==> src/rtl/bbet_pkg.sv <==
// bbet_pkg: register map, control field positions, reset values, codes
// assumes a 100 MHz pclk and a 32-bit apb master
package bbet_pkg;
	localparam logic [7:0] A_CTRL   = 8'h00;
	localparam logic [7:0] A_CMD    = 8'h04;
	localparam logic [7:0] A_MCNT   = 8'h08;
	localparam logic [7:0] A_MERR   = 8'h0c;
	localparam logic [7:0] A_CHK    = 8'h10;
	localparam logic [7:0] A_ERRS   = 8'h14;
	localparam logic [7:0] A_STAT   = 8'h18;
	localparam logic [7:0] A_TGFREQ = 8'h1c;
	localparam logic [7:0] A_TGRATE = 8'h20;
	localparam logic [7:0] A_RDLY   = 8'h24;
	localparam logic [7:0] A_GON    = 8'h28;
	localparam logic [7:0] A_GOFF   = 8'h2c;

	localparam int F_EN = 0, F_SINGLE = 1, F_SRC_EXT = 2, F_XRST = 3, F_BLK = 4, F_INV = 5;
	localparam int F_GATE = 6, F_IGN = 8, F_PRBS = 10, F_CRC_MSB = 13, F_TG_EN = 14;
	localparam int F_TG_RST = 15;
	localparam int C_START = 0, C_STOP = 1, C_TRIG = 2;

	localparam logic [31:0] CTRL_RST  = 32'h0000_0080;
	localparam logic [31:0] MCNT_RST  = 32'h0001_86a0;
	localparam logic [31:0] MERR_RST  = 32'h0000_0064;
	localparam logic [31:0] FREQ_RST  = 32'h000f_4240;
	localparam logic [31:0] RATE_RST  = 32'h0000_0000;
	localparam logic [31:0] DUR_RST   = 32'h0000_03e8;
	localparam logic [31:0] CLK_HZ    = 32'h05f5_e100;
	localparam logic [31:0] FREQ_HALF = 32'h02fa_f080;

	localparam logic [1:0] GATE_OFF = 2'h0, GATE_HIGH = 2'h1, GATE_LOW = 2'h2;
	localparam logic [1:0] IGN_OFF = 2'h0, IGN_ZERO = 2'h1, IGN_ONE = 2'h2;
	localparam logic [2:0] PRBS9 = 3'h0, PRBS11 = 3'h1, PRBS15 = 3'h2, PRBS16 = 3'h3;
	localparam logic [2:0] PRBS20 = 3'h4, PRBS21 = 3'h5, PRBS23 = 3'h6;
	localparam logic [4:0] SYNC_BITS = 5'h18;
	localparam logic [5:0] IGN_RUN = 6'h20;
	localparam logic [15:0] CRC_POLY = 16'h1021;
	localparam logic [15:0] CRC_INIT = 16'hffff;
	localparam logic [22:0] PRBS_SEED = 23'h00_0001;

	typedef enum logic [1:0] {
		ST_IDLE = 2'b00,
		ST_RUN  = 2'b01,
		ST_HOLD = 2'b11,
		ST_DONE = 2'b10
	} bbet_state_e;
endpackage

==> src/rtl/bbet_top.sv <==
// bbet_top: bit and block error tester with apb registers and test generator
// assumes an apb master on pclk; link pins are asynchronous to pclk
//
// The register addresses and register access over APB were left to the implementer.
`timescale 1ns/10ps
`default_nettype none
module bbet_top import bbet_pkg::*; #(
	parameter int BLK_BITS = 112 // data bits per block ahead of its crc
) (
	input  wire logic        pclk,                        // apb clock
	input  wire logic        presetn,                     // async reset, active low
	input  wire logic        psel,                        // apb select
	input  wire logic        penable,                     // apb access phase
	input  wire logic        pwrite,                      // apb write
	input  wire logic [7:0]  paddr,                       // apb byte address
	input  wire logic [31:0] pwdata,                      // apb write data
	output logic [31:0]      prdata,                      // apb read data
	output logic             pready,                      // apb ready
	output logic             pslverr,                     // apb error
	input  wire logic        link_clk,                    // clock from partner
	input  wire logic        link_data,                   // data from partner
	input  wire logic        data_gate_input,             // data gate pin
	input  wire logic        external_global_trigger_one, // single-run trigger pin
	input  wire logic        ext_restart_in,              // external restart pin
	output logic             tg_clk,                      // generator clock
	output logic             tg_data,                     // generator data
	output logic             tg_trig                      // generator gate or restart
);
	localparam logic [15:0] BLK_END = 16'(BLK_BITS - 1);
	localparam logic [15:0] BLK_LAST = 16'(BLK_BITS + 15);

	typedef struct packed {
		logic [31:0] ctrl;
		logic [31:0] mcnt;
		logic [31:0] merr;
		logic [31:0] tgfreq;
		logic [31:0] tgrate;
		logic [31:0] rdly;
		logic [31:0] gon;
		logic [31:0] goff;
		logic [31:0] prdata;
		logic        pslverr;
		logic [4:0]  s1;
		logic [4:0]  s2;
		logic [4:0]  s3;
		logic [4:0]  f;
		bbet_state_e st;
		logic        cont;
		logic        synced;
		logic [4:0]  scnt;
		logic [31:0] chk;
		logic [31:0] errs;
		logic [31:0] pv;
		logic [31:0] pe;
		logic [5:0]  run;
		logic [15:0] bpos;
		logic [15:0] crc;
		logic [15:0] rc;
	} bbet_top_s;

	localparam bbet_top_s RST = '{
		ctrl: CTRL_RST, mcnt: MCNT_RST, merr: MERR_RST, tgfreq: FREQ_RST,
		tgrate: RATE_RST, rdly: DUR_RST, gon: DUR_RST, goff: DUR_RST,
		st: ST_IDLE, crc: CRC_INIT, default: '0};

	bbet_top_s q;
	bbet_top_s n;

	logic        en, single, src_ext, xrst, blk, inv, crc_msb, tg_en, tg_rmode;
	logic [1:0]  gate;
	logic [1:0]  ign;
	logic [2:0]  ptype;
	logic        setup, acc_wr, st_rd;
	logic        cmd_start, cmd_stop, cmd_trig;
	logic [4:0]  pins;
	logic [4:0]  rise;
	logic        bit_in, gate_ok, sample, exp_bit, same, fb;
	logic        trig_go, xrst_go, limit, clr, evt;
	logic [15:0] rxc;
	logic        tg_step, tg_bit;

	assign en = q.ctrl[F_EN];
	assign single = q.ctrl[F_SINGLE];
	assign src_ext = q.ctrl[F_SRC_EXT];
	assign xrst = q.ctrl[F_XRST];
	assign blk = q.ctrl[F_BLK];
	assign inv = q.ctrl[F_INV];
	assign gate = q.ctrl[F_GATE +: 2];
	assign ign = q.ctrl[F_IGN +: 2];
	assign ptype = q.ctrl[F_PRBS +: 3];
	assign crc_msb = q.ctrl[F_CRC_MSB];
	assign tg_en = q.ctrl[F_TG_EN];
	assign tg_rmode = q.ctrl[F_TG_RST];

	assign setup = psel & ~penable;
	assign acc_wr = psel & penable & pwrite;
	assign st_rd = psel & penable & ~pwrite & (paddr == A_STAT);
	assign cmd_start = acc_wr & (paddr == A_CMD) & pwdata[C_START];
	assign cmd_stop = acc_wr & (paddr == A_CMD) & pwdata[C_STOP];
	assign cmd_trig = acc_wr & (paddr == A_CMD) & pwdata[C_TRIG];
	// no wait states: read data is captured in the setup cycle
	assign pready = 1'b1;
	assign prdata = q.prdata;
	assign pslverr = q.pslverr & psel & penable;

	assign pins = {ext_restart_in, external_global_trigger_one, data_gate_input,
		link_data, link_clk};

	always_comb begin
		n = q;
		clr = 1'b0;
		rxc = '0;
		fb = 1'b0;
		// three-stage sync, level taken once stages two and three agree
		n.s1 = pins;
		n.s2 = q.s1;
		n.s3 = q.s2;
		n.f = (q.s2 & q.s3) | (q.f & (q.s2 ^ q.s3));
		rise = n.f & ~q.f;
		bit_in = q.f[1] ^ inv;
		gate_ok = (gate == GATE_OFF) | ((gate == GATE_HIGH) & q.f[2])
			| ((gate == GATE_LOW) & ~q.f[2]);
		sample = rise[0] & gate_ok & (q.st == ST_RUN);
		trig_go = single & (src_ext ? rise[3] : cmd_trig);
		xrst_go = xrst & rise[4] & (q.st != ST_IDLE);
		limit = (q.chk >= q.mcnt) | (q.errs >= q.merr);
		evt = ~en | cmd_stop | cmd_start | trig_go | xrst_go;
		same = ((ign == IGN_ZERO) & ~bit_in) | ((ign == IGN_ONE) & bit_in);

		if (acc_wr) begin
			case (paddr)
				A_CTRL: n.ctrl = pwdata;
				A_MCNT: n.mcnt = pwdata;
				A_MERR: n.merr = pwdata;
				A_TGFREQ: n.tgfreq = pwdata;
				A_TGRATE: n.tgrate = pwdata;
				A_RDLY: n.rdly = pwdata;
				A_GON: n.gon = pwdata;
				A_GOFF: n.goff = pwdata;
				default: n.ctrl = q.ctrl;
			endcase
		end
		if (setup) begin
			n.pslverr = 1'b0;
			case (paddr)
				A_CTRL: n.prdata = q.ctrl;
				A_CMD: n.prdata = '0;
				A_MCNT: n.prdata = q.mcnt;
				A_MERR: n.prdata = q.merr;
				A_CHK: n.prdata = q.chk;
				A_ERRS: n.prdata = q.errs;
				A_STAT: n.prdata = {28'h000_0000, q.synced, q.cont, q.st == ST_RUN, q.st[1]};
				A_TGFREQ: n.prdata = q.tgfreq;
				A_TGRATE: n.prdata = q.tgrate;
				A_RDLY: n.prdata = q.rdly;
				A_GON: n.prdata = q.gon;
				A_GOFF: n.prdata = q.goff;
				default: begin
					n.prdata = '0;
					n.pslverr = 1'b1;
				end
			endcase
		end

		if (!en) begin
			n.st = ST_IDLE;
		end else if (cmd_stop) begin
			if (q.st != ST_IDLE) begin
				n.st = ST_DONE;
			end
		end else if (cmd_start) begin
			clr = 1'b1;
			n.st = ST_RUN;
			n.cont = 1'b1;
		end else if (trig_go) begin
			clr = 1'b1;
			n.st = ST_RUN;
			n.cont = 1'b0;
		end else if (xrst_go) begin
			clr = 1'b1;
			n.st = ST_RUN;
		end else if (q.st == ST_RUN && limit) begin
			n.st = q.cont ? ST_HOLD : ST_DONE;
		end else if (q.st == ST_HOLD && st_rd) begin
			clr = 1'b1;
			n.st = ST_RUN;
		end

		if (sample && blk) begin
			if (q.bpos <= BLK_END) begin
				fb = q.crc[15] ^ bit_in;
				n.crc = {q.crc[14:0], 1'b0} ^ (fb ? CRC_POLY : 16'h0000);
			end else begin
				n.rc = {q.rc[14:0], bit_in};
			end
			n.bpos = q.bpos + 16'h0001;
			if (q.bpos == BLK_LAST) begin
				rxc = crc_msb ? n.rc : {n.rc[7:0], n.rc[15:8]};
				n.chk = q.chk + 32'h0000_0001;
				n.errs = q.errs + {31'h0, rxc != q.crc};
				n.bpos = '0;
				n.crc = CRC_INIT;
			end
		end else if (sample && !q.synced) begin
			// reference loads received bits until it can predict them
			n.scnt = q.scnt + 5'h01;
			n.synced = (q.scnt == SYNC_BITS - 5'h01);
		end else if (sample) begin
			// results pass a 32-bit delay so a long run can be struck out whole
			n.run = same ? ((q.run == IGN_RUN) ? q.run : q.run + 6'h01) : 6'h00;
			n.pv = {q.pv[30:0], 1'b1};
			n.pe = {q.pe[30:0], bit_in ^ exp_bit};
			if (n.run == IGN_RUN) begin
				n.pv = '0;
			end
			n.chk = q.chk + {31'h0, q.pv[31]};
			n.errs = q.errs + {31'h0, q.pv[31] & q.pe[31]};
		end

		if (clr) begin
			n.chk = '0;
			n.errs = '0;
			n.synced = 1'b0;
			n.scnt = '0;
			n.pv = '0;
			n.pe = '0;
			n.run = '0;
			n.bpos = '0;
			n.crc = CRC_INIT;
			n.rc = '0;
		end
	end

	always_ff @(posedge pclk or negedge presetn) begin
		if (!presetn) begin
			q <= RST;
		end else begin
			q <= n;
		end
	end

	bbet_prbs u_ref (
		.pclk    (pclk),
		.presetn (presetn),
		.step    (sample & ~blk),
		.load    (~q.synced),
		.din     (bit_in),
		.ptype   (ptype),
		.exp_bit (exp_bit)
	);

	bbet_prbs u_tg_prbs (
		.pclk    (pclk),
		.presetn (presetn),
		.step    (tg_step),
		.load    (1'b0),
		.din     (1'b0),
		.ptype   (ptype),
		.exp_bit (tg_bit)
	);

	bbet_testgen u_tg (
		.pclk     (pclk),
		.presetn  (presetn),
		.en       (tg_en),
		.rst_mode (tg_rmode),
		.freq     (q.tgfreq),
		.rate     (q.tgrate),
		.restart_delay   (q.rdly),
		.on_time  (q.gon),
		.off_time (q.goff),
		.prbs_bit (tg_bit),
		.step     (tg_step),
		.tg_clk   (tg_clk),
		.tg_data  (tg_data),
		.tg_trig  (tg_trig)
	);
endmodule
`default_nettype wire

==> src/rtl/bbet_prbs.sv <==
// bbet_prbs: selectable fibonacci prbs with self-synchronising load
// assumes step is a one-cycle pulse per bit from the same clock
`timescale 1ns/10ps
`default_nettype none
module bbet_prbs import bbet_pkg::*; (
	input  wire logic       pclk,    // clock
	input  wire logic       presetn, // async reset, active low
	input  wire logic       step,    // advance one bit
	input  wire logic       load,    // shift din in instead of own bit
	input  wire logic       din,     // received bit for loading
	input  wire logic [2:0] ptype,   // sequence order select
	output logic            exp_bit  // next bit of the sequence
);
	typedef struct packed {
		logic [22:0] h;
	} bbet_prbs_s;
	bbet_prbs_s q;
	bbet_prbs_s n;

	always_comb begin
		n = q;
		case (ptype)
			PRBS11: exp_bit = q.h[10] ^ q.h[8];
			PRBS15: exp_bit = q.h[14] ^ q.h[13];
			PRBS16: exp_bit = q.h[15] ^ q.h[13] ^ q.h[12] ^ q.h[10];
			PRBS20: exp_bit = q.h[19] ^ q.h[2];
			PRBS21: exp_bit = q.h[20] ^ q.h[18];
			PRBS23: exp_bit = q.h[22] ^ q.h[17];
			default: exp_bit = q.h[8] ^ q.h[4];
		endcase
		if (step) begin
			n.h = {q.h[21:0], load ? din : exp_bit};
		end
	end

	always_ff @(posedge pclk or negedge presetn) begin
		if (!presetn) begin
			q <= '{h: PRBS_SEED};
		end else begin
			q <= n;
		end
	end
endmodule
`default_nettype wire

==> src/rtl/bbet_testgen.sv <==
// bbet_testgen: self-test source of clock, data, gate window, restart pulse
// assumes prbs_bit comes from a bbet_prbs stepped by step
`timescale 1ns/10ps
`default_nettype none
module bbet_testgen import bbet_pkg::*; (
	input  wire logic        pclk,     // clock
	input  wire logic        presetn,  // async reset, active low
	input  wire logic        en,       // generator on
	input  wire logic        rst_mode, // trigger out is restart pulse
	input  wire logic [31:0] freq,     // bit clock in hz
	input  wire logic [31:0] rate,     // error threshold, fraction of 2^32
	input  wire logic [31:0] restart_delay,   // bits before restart pulse
	input  wire logic [31:0] on_time,  // gate active bits
	input  wire logic [31:0] off_time, // gate inactive bits
	input  wire logic        prbs_bit, // next reference bit
	output logic             step,     // advance prbs
	output logic             tg_clk,   // generated bit clock
	output logic             tg_data,  // generated data
	output logic             tg_trig   // gate window or restart pulse
);
	typedef struct packed {
		logic [31:0] acc;
		logic [31:0] cnt;
		logic [31:0] rnd;
		logic        clk;
		logic        data;
		logic        trig;
		logic        ph_on;
		logic        fired;
	} bbet_tg_s;
	localparam bbet_tg_s RST = '{rnd: 32'h0000_0001, ph_on: 1'b1, default: '0};
	bbet_tg_s q;
	bbet_tg_s n;
	logic [31:0] inc;
	logic [31:0] sum;
	logic [31:0] len;

	always_comb begin
		n = q;
		step = 1'b0;
		// above half the pclk rate the clock toggles every cycle
		inc = (freq > FREQ_HALF) ? CLK_HZ : {freq[30:0], 1'b0};
		sum = q.acc + inc;
		len = q.ph_on ? on_time : off_time;
		if (!en) begin
			n = RST;
		end else if (sum >= CLK_HZ) begin
			n.acc = sum - CLK_HZ;
			n.clk = ~q.clk;
			if (q.clk) begin
				// data moves on the falling edge, stable at the rising one
				step = 1'b1;
				n.rnd = {q.rnd[30:0], q.rnd[31] ^ q.rnd[21] ^ q.rnd[1] ^ q.rnd[0]};
				n.data = prbs_bit ^ (q.rnd < rate);
				n.cnt = q.cnt + 32'h0000_0001;
				if (rst_mode) begin
					n.trig = !q.fired && q.cnt == restart_delay;
					n.fired = q.fired | n.trig;
				end else begin
					n.trig = q.ph_on;
					if (n.cnt >= len) begin
						n.ph_on = ~q.ph_on;
						n.cnt = '0;
					end
				end
			end
		end else begin
			n.acc = sum;
		end
	end

	always_ff @(posedge pclk or negedge presetn) begin
		if (!presetn) begin
			q <= RST;
		end else begin
			q <= n;
		end
	end

	assign tg_clk = q.clk;
	assign tg_data = q.data;
	assign tg_trig = q.trig;
endmodule
`default_nettype wire

==> config.mk <==
export PLATFORM = sky130hd
export DESIGN_NAME = bbet_top
export DESIGN_NICKNAME = d
export VERILOG_FILES = /design/src/rtl/bbet_pkg.sv /design/src/rtl/bbet_top.sv /design/src/rtl/bbet_prbs.sv /design/src/rtl/bbet_testgen.sv
export SDC_FILE = /design/constraint.sdc
export NUM_CORES = 1
export LEC_CHECK = 0
export BUFFER_PORTS_ARGS = -buffer_cell sky130_fd_sc_hd__clkbuf_2
export CAP_MARGIN = 15
export CORE_ASPECT_RATIO = 1.5
export CORE_MARGIN = 5
export CORE_UTILIZATION = 60
export DETAILED_ROUTE_END_ITERATION = 16
export PLACE_DENSITY = 0.77
export REMOVE_ABC_BUFFERS = 1
export SETUP_SLACK_MARGIN = 0.5
export SLEW_MARGIN = 10
export SYNTH_ARGS = -nofsm -noshare
export SYNTH_HDL_FRONTEND = slang
export SYNTH_SLANG_ARGS = --single-unit
==> constraint.sdc <==
create_clock -name pclk -period 15.95 [get_ports pclk]
set_input_delay 3.19 -clock pclk [delete_from_list [all_inputs] [get_ports pclk]]
set_output_delay 3.19 -clock pclk [all_outputs]
set_load 0.1 [all_outputs]
=== Word-level counts from Yosys, hierarchy flattened ===
Index checks and enable logic that the tools add are counted.

* Add/subtract/negate cells: 10
* $lt $le $gt $ge: 7
* Eq/ne operators: 40
* Muxes and demuxes: 57
* Bitwise operators: 67
* Reductions and logical operators: 34

{| class="wikitable"
|+ Operator list
! operator !! number
|-
| $pmux W32 S11 || 1
|-
| $mux W134 || 2
|-
| $mux W32 || 7
|-
| $mux W64 || 3
|-
| $mux W188 || 1
|-
| $mux W101 || 1
|-
| $add A32 B1 Y32 || 3
|-
| $ge A32 B32 Y1 || 3
|-
| $mux W70 || 1
|-
| $mux W69 || 1
|-
| $add A32 B1 Y32 const B || 2
|-
| $mux W16 || 4
|-
| $mux W48 || 1
|-
| $add A32 B32 Y32 || 1
|-
| $eq A32 B32 Y1 || 1
|-
| $eq A8 B5 Y1 const B || 4
|-
| $eq A8 B6 Y1 const B || 4
|-
| $ge A32 B27 Y1 const B || 1
|-
| $gt A32 B26 Y1 const B || 1
|-
| $lt A32 B32 Y1 || 1
|-
| $sub A32 B27 Y32 const B || 1
|-
| $xor A1 B1 Y1 || 25
|-
| $mux W6 || 4
|-
| $reduce_and A2 Y1 || 12
|-
| 43 further kinds || 130
|}

* Register bits after elaboration: 647
* Bits of input ports: 50
* Output and inout port bits: 37
* Logic and storage cells: 251

=== Logic depth before layout (Yosys ltp) ===
* Depth after elaboration: 14
* Depth in mapped cells: 28
* Depth with buffers taken out: 25

=== By module ===
Synthesis repeated with hierarchy kept, for this count alone.

* Cell total of the unflattened synthesis: 3498
* Area total of the unflattened synthesis: 35948.2 µm²

{| class="wikitable"
|+ By module, submodules not included
! module !! times used !! cells an instance !! area an instance (µm²)
|-
| bbet_top || 1 || 2208 || 24318.3
|-
| bbet_testgen || 1 || 1140 || 9522.9
|-
| bbet_prbs || 2 || 75 || 1053.5
|}

=== Least setup slack after synthesis ===
No wires, ideal clock.

* Path type: input-to-output
* Start: input port psel
* End: output port pslverr
* Arrival time: 3964 ps
* Data required time: 12760 ps
* Path slack: 8796 ps
* Stages: 1
* Path buffers: 0
* Cell sequence: and3_1

* Cells in the longest elaborated chain, start to end: 2

{| class="wikitable"
|+ Ends and longest elaborated chain
! element !! line !! text
|-
| start: declaration || bbet_top.sv:12 || <nowiki>input wire logic psel,</nowiki>
|-
| $and A1 B1 Y1 (2 in a row) || bbet_top.sv:104 || <nowiki>assign pslverr = q.pslverr & psel & penable;</nowiki>
|-
| end: declaration || bbet_top.sv:19 || <nowiki>output logic pslverr,</nowiki>
|}

Every way passes these cells.

=== Worst setup path after layout ===
* Start: register q[402] in the netlist's numbering
* End: register u_tg_prbs.q[8] in the netlist's numbering

* Cells in the longest elaborated chain, start to end: 6

{| class="wikitable"
|+ Ends and longest elaborated chain
! element !! line !! text
|-
| start: declaration || bbet_top.sv:66 || <nowiki>bbet_top_s q;</nowiki>
|-
| start signal: assignment || bbet_top.sv:238 || <nowiki>q <= n;</nowiki>
|-
| $gt A32 B26 Y1 || bbet_testgen.sv:42 || <nowiki>inc = (freq > FREQ_HALF) ? CLK_HZ : {freq[30:0], 1'b0};</nowiki>
|-
| $mux W32 * || bbet_testgen.sv:42 ||
|-
| $add A32 B32 Y32 * || bbet_testgen.sv:43 || <nowiki>sum = q.acc + inc;</nowiki>
|-
| $ge A32 B27 Y1 * || bbet_testgen.sv:47 || <nowiki>end else if (sum >= CLK_HZ) begin</nowiki>
|-
| $mux W1 * || bbet_testgen.sv:47 ||
|-
| $mux W1 * || bbet_testgen.sv:45 || <nowiki>if (!en) begin</nowiki>
|-
| end signal: assignment || bbet_prbs.sv:38 || <nowiki>q <= '{h: PRBS_SEED};</nowiki>
|-
| end signal: assignment || bbet_prbs.sv:40 || <nowiki>q <= n;</nowiki>
|-
| end: declaration || bbet_prbs.sv:17 || <nowiki>bbet_prbs_s q;</nowiki>
|}

Mark *: on every way between the ends. The rest lies on a longest branch, timed or not.
A chain may end at the register's enable or synchronous reset.

==> impl_results.md <==
* Max VDD drop at 0.000107 V
* First-pass GRT wire length at 159 mm
* Sequential power share at 47.3%
* Worst skew pair latency at 680 ps
* Layout cells sized above 1 at 18.3%
* GP Congestion at 0.933
* FMAX at 0.131 GHz
* Buffers on Ports at 85
* Synth area leader: dfrtp_1
* Dpl ws at 8320 ps
* Max-slew violations at 0
* CP max FO at 26
* Iteration-0 DRC Markers at 2383
* Total GRT Usage at 30.5%
* Unrepaired setup endpoints after global routing: false
* M2 GR Usage at 51.5%
* EDFF count, synth at 0
* Synth top area share at 41.0%
* Max-Cap Viols at 0
* Ys Warns at 0
* Distinct cell type count after synthesis at 91
* WHS Path Cells at 0
* CP Data Arrival Time at 8190 ps
* Reg-to-reg slack, setup at 8290 ps
* Final wirelength at 100 mm
* Starting density of the core at 60.4%
* Final Hold Viols at 0
* FP Rows at 110
* Top cells by area, synth: dfrtp_1 (41%), mux2_2 (9.3%), ha_1 (6.0%)
* Clk sinks at 646
* DRC viols at 0
* Critical path startpoint category: flip-flop
* Number of global-route vias before repair at 28560
* Post-CTS Setup Bufs at 0
* Per-cell routed wire length at 23.1 um
* Placeable Area at 59700 um^2
* Leakage at 18.4 nW
* Ant diodes at 0
* H-tree depth at 2
* Tmin final at 7660 ps
* CTS max path bufs at 3
* CTS root buf: clkbuf_16
* Switching Fraction at 24.9%
* Grt met1 use at 37.4%
* Post-CTS Hold Buffers at 0
* Async set or reset register ratio after synthesis at 100%
* DIE AREA at 65200 um^2
* Min-Delay Startpoint: n[202]$_DFF_PN0_
* Clk pwr share at 45.6%
* IO Count at 87
* Data required, critical path at 16480 ps
* Nets at 3730
* Power Total at 0.00356 W
* Most frequent cell after synthesis: dfrtp_1
* Drt first pass iters at 6
* Area Growth Syn to Fin at 8.86%
* Post-Syn Area per Cell at 10.2 um^2
* Status: finished clean
* Die Y at 310 um
* CTS tree: yes
* Core Util, Final at 65.7%
* Synth Register Bits at 646
* PwrDens at 90.7 nW/um^2
* Synth Cell Area at 36100 um^2
* Critical path class: reg -> reg
* Relative slew slack at 17.6%
* R2r endpoint: u_tg_prbs.q[8]$_DFFE_PN0P_
* CTS Buf Count at 60
* Sequential-to-total area share from yosys stat at 45.0%
* Comb pwr share at 7.2%
* Cells after Synth at 3527
* Worst setup margin at 8290 ps
* Clock transition at path regs at 70 ps
* Cell count of the worst reg-to-reg path at 24
* Int Power at 0.00267 W
* Largest net degree at the start of global routing at 180
* Worst Hold Class: reg -> reg
* CP endpoint kind: flip-flop
* Via count at 28328
* Ys flop type: dfrtp_1
* Setup tns final at 0 ps
* NetSw at 0.000885 W
* Commonest cells in the netlist: dfrtp_1 (591), nand2_1 (344), mux2_2 (299)
* Final Skew at 42.6 ps
* Antenna violations before repair at 0
* Final ANT Viol Nets at 0
* Via density per instance at 6.53
* Total congestion overflow at 0
* Setup-failing EPs final at 0
* Hold EP: n[197]$_DFF_PN0_
* Global route hottest layer: met2
* Period utilization at 48.0%
* FF-to-FF Start: q[402]$_DFFE_PN0P_
* Met3 usage at 5.50%
* Slew @ Worst Pin at 1230 ps
* Die width at 210 um
* DP Wirelength at 69.4 mm
* Post-CTS sizing at 0
-- layout make-up --
type	instances	area, um^2
Inverter	127	477
Clock buffer	84	1680
Fill cell	4667	20500
Timing Repair Buffer	134	841
Sequential cell	646	16200
Clock inverter	30	548
Multi-Input combinational cell	2536	18500
Tap cell	784	981
-- layout by cell type, fill, tap and decap left out, types with 9 or more instances in the layout --
cell type	instances
dfrtp_1	590
nand2_1	342
mux2_2	299
nor2_1	226
ha_1	174
a21oi_1	173
mux2i_1	126
inv_1	126
o21ai_0	123
xnor2_1	84
clkbuf_2	84
xor2_1	80
nand3_1	76
nand4_1	70
a21o_1	65
a22o_1	65
a22oi_1	64
a221oi_1	62
clkbuf_16	60
nor3_1	58
dfstp_2	55
a31oi_1	46
buf_4	44
and3_1	34
or3_1	33
nor2b_1	30
nand2b_1	26
o211ai_1	25
nor4bb_1	24
a211oi_1	23
or2_2	20
nor4_1	16
clkbuf_1	15
and2_1	14
bufinv_16	13
clkbuf_8	9
clkinv_2	9
-- worst max-delay path by stage --
stage	start	to	slack, ps	cells past startpoint
after floorplan	paddr[3]	q[100]$_DFFE_PN0P_	4530	6
after global placement	q[402]$_DFFE_PN0P_	u_tg_prbs.q[11]$_DFFE_PN0P_	8460	23
after detailed placement	q[402]$_DFFE_PN0P_	u_tg_prbs.q[9]$_DFFE_PN0P_	8320	23
after CTS	q[402]$_DFFE_PN0P_	u_tg_prbs.q[9]$_DFFE_PN0P_	8270	23
after global routing	q[402]$_DFFE_PN0P_	u_tg_prbs.q[8]$_DFFE_PN0P_	7870	25
final	q[402]$_DFFE_PN0P_	u_tg_prbs.q[8]$_DFFE_PN0P_	8290	24
-- kinds of logic after synthesis --
family,after synthesis,synth area share [%]
buf+inv,348,4.09
flops,646,45.0
other cells,2,0.0208
mux,432,13.1
compound gates,731,13.8
simple gates,1028,13.9
xor+xnor,165,4.03
fa+ha+maj,175,6.09
-- flip-flops by register name, summed over array words and instances (netlist names), 2 cells and up --
name and count:
gate 2, ign 2, n 10, prdata 32, ptype 3, q 447
u_ref.q 23, u_tg.q 97, u_tg_prbs.q 23
-- routing by layer --
metal / vias to the layer above / share of wire [%]
met5: - / 0
met4: 0 / 6.4
met3: 358 / 6.9
met2: 1200 / 49
met1: 14084 / 38
li1: 12686 / -
-- per-stage QoR --
| stage | cells | hold slack, ps | area, um^2 |
|---|---|---|---|
| finish | 4341 | 350 | 39200 |
| global route | 4341 | 358 | 39200 |
| CTS | 4338 | 353 | 39200 |
| floorplan | 3309 | 331 | 35100 |
| global placement | 4224 | 333 | 37000 |
| detailed placement | 4224 | 337 | 37000 |
-- critical path, stage by stage, from the launching register on --
cell and delay, ps:
dfrtp_1 410, nor4_1 430, nand2_1 200, or3_1 470, or4_1 540, o32a_1 360
buf_4 230, nand2b_1 210, inv_1 70, ha_1 230, a211oi_1 410, o21bai_1 130
a21oi_1 220, o21ai_0 140, xor2_1 320, ha_1 230, nand3b_1 80, or3_1 340
nor4_1 350, or4_1 200, a311oi_1 150, o41a_1 510, a211oi_4 710, buf_8 240
mux2_2 340
-- power groups by stage --
| stage | clock (W) | combinational (W) | sequential [W] |
|---|---|---|---|
| 3_5_place_dp | 0 | 0.000253 | 0.00171 |
| 3_3_place_gp | 0 | 0.000250 | 0.00171 |
| 2_1_floorplan | 0 | 0.0000892 | 0.00177 |
| 5_1_grt | 0.00171 | 0.000273 | 0.00168 |
| 6_report | 0.00162 | 0.000255 | 0.00168 |
| 4_1_cts | 0.00164 | 0.000254 | 0.00168 |
No activity file was read; power rests on OpenSTA's default activity.
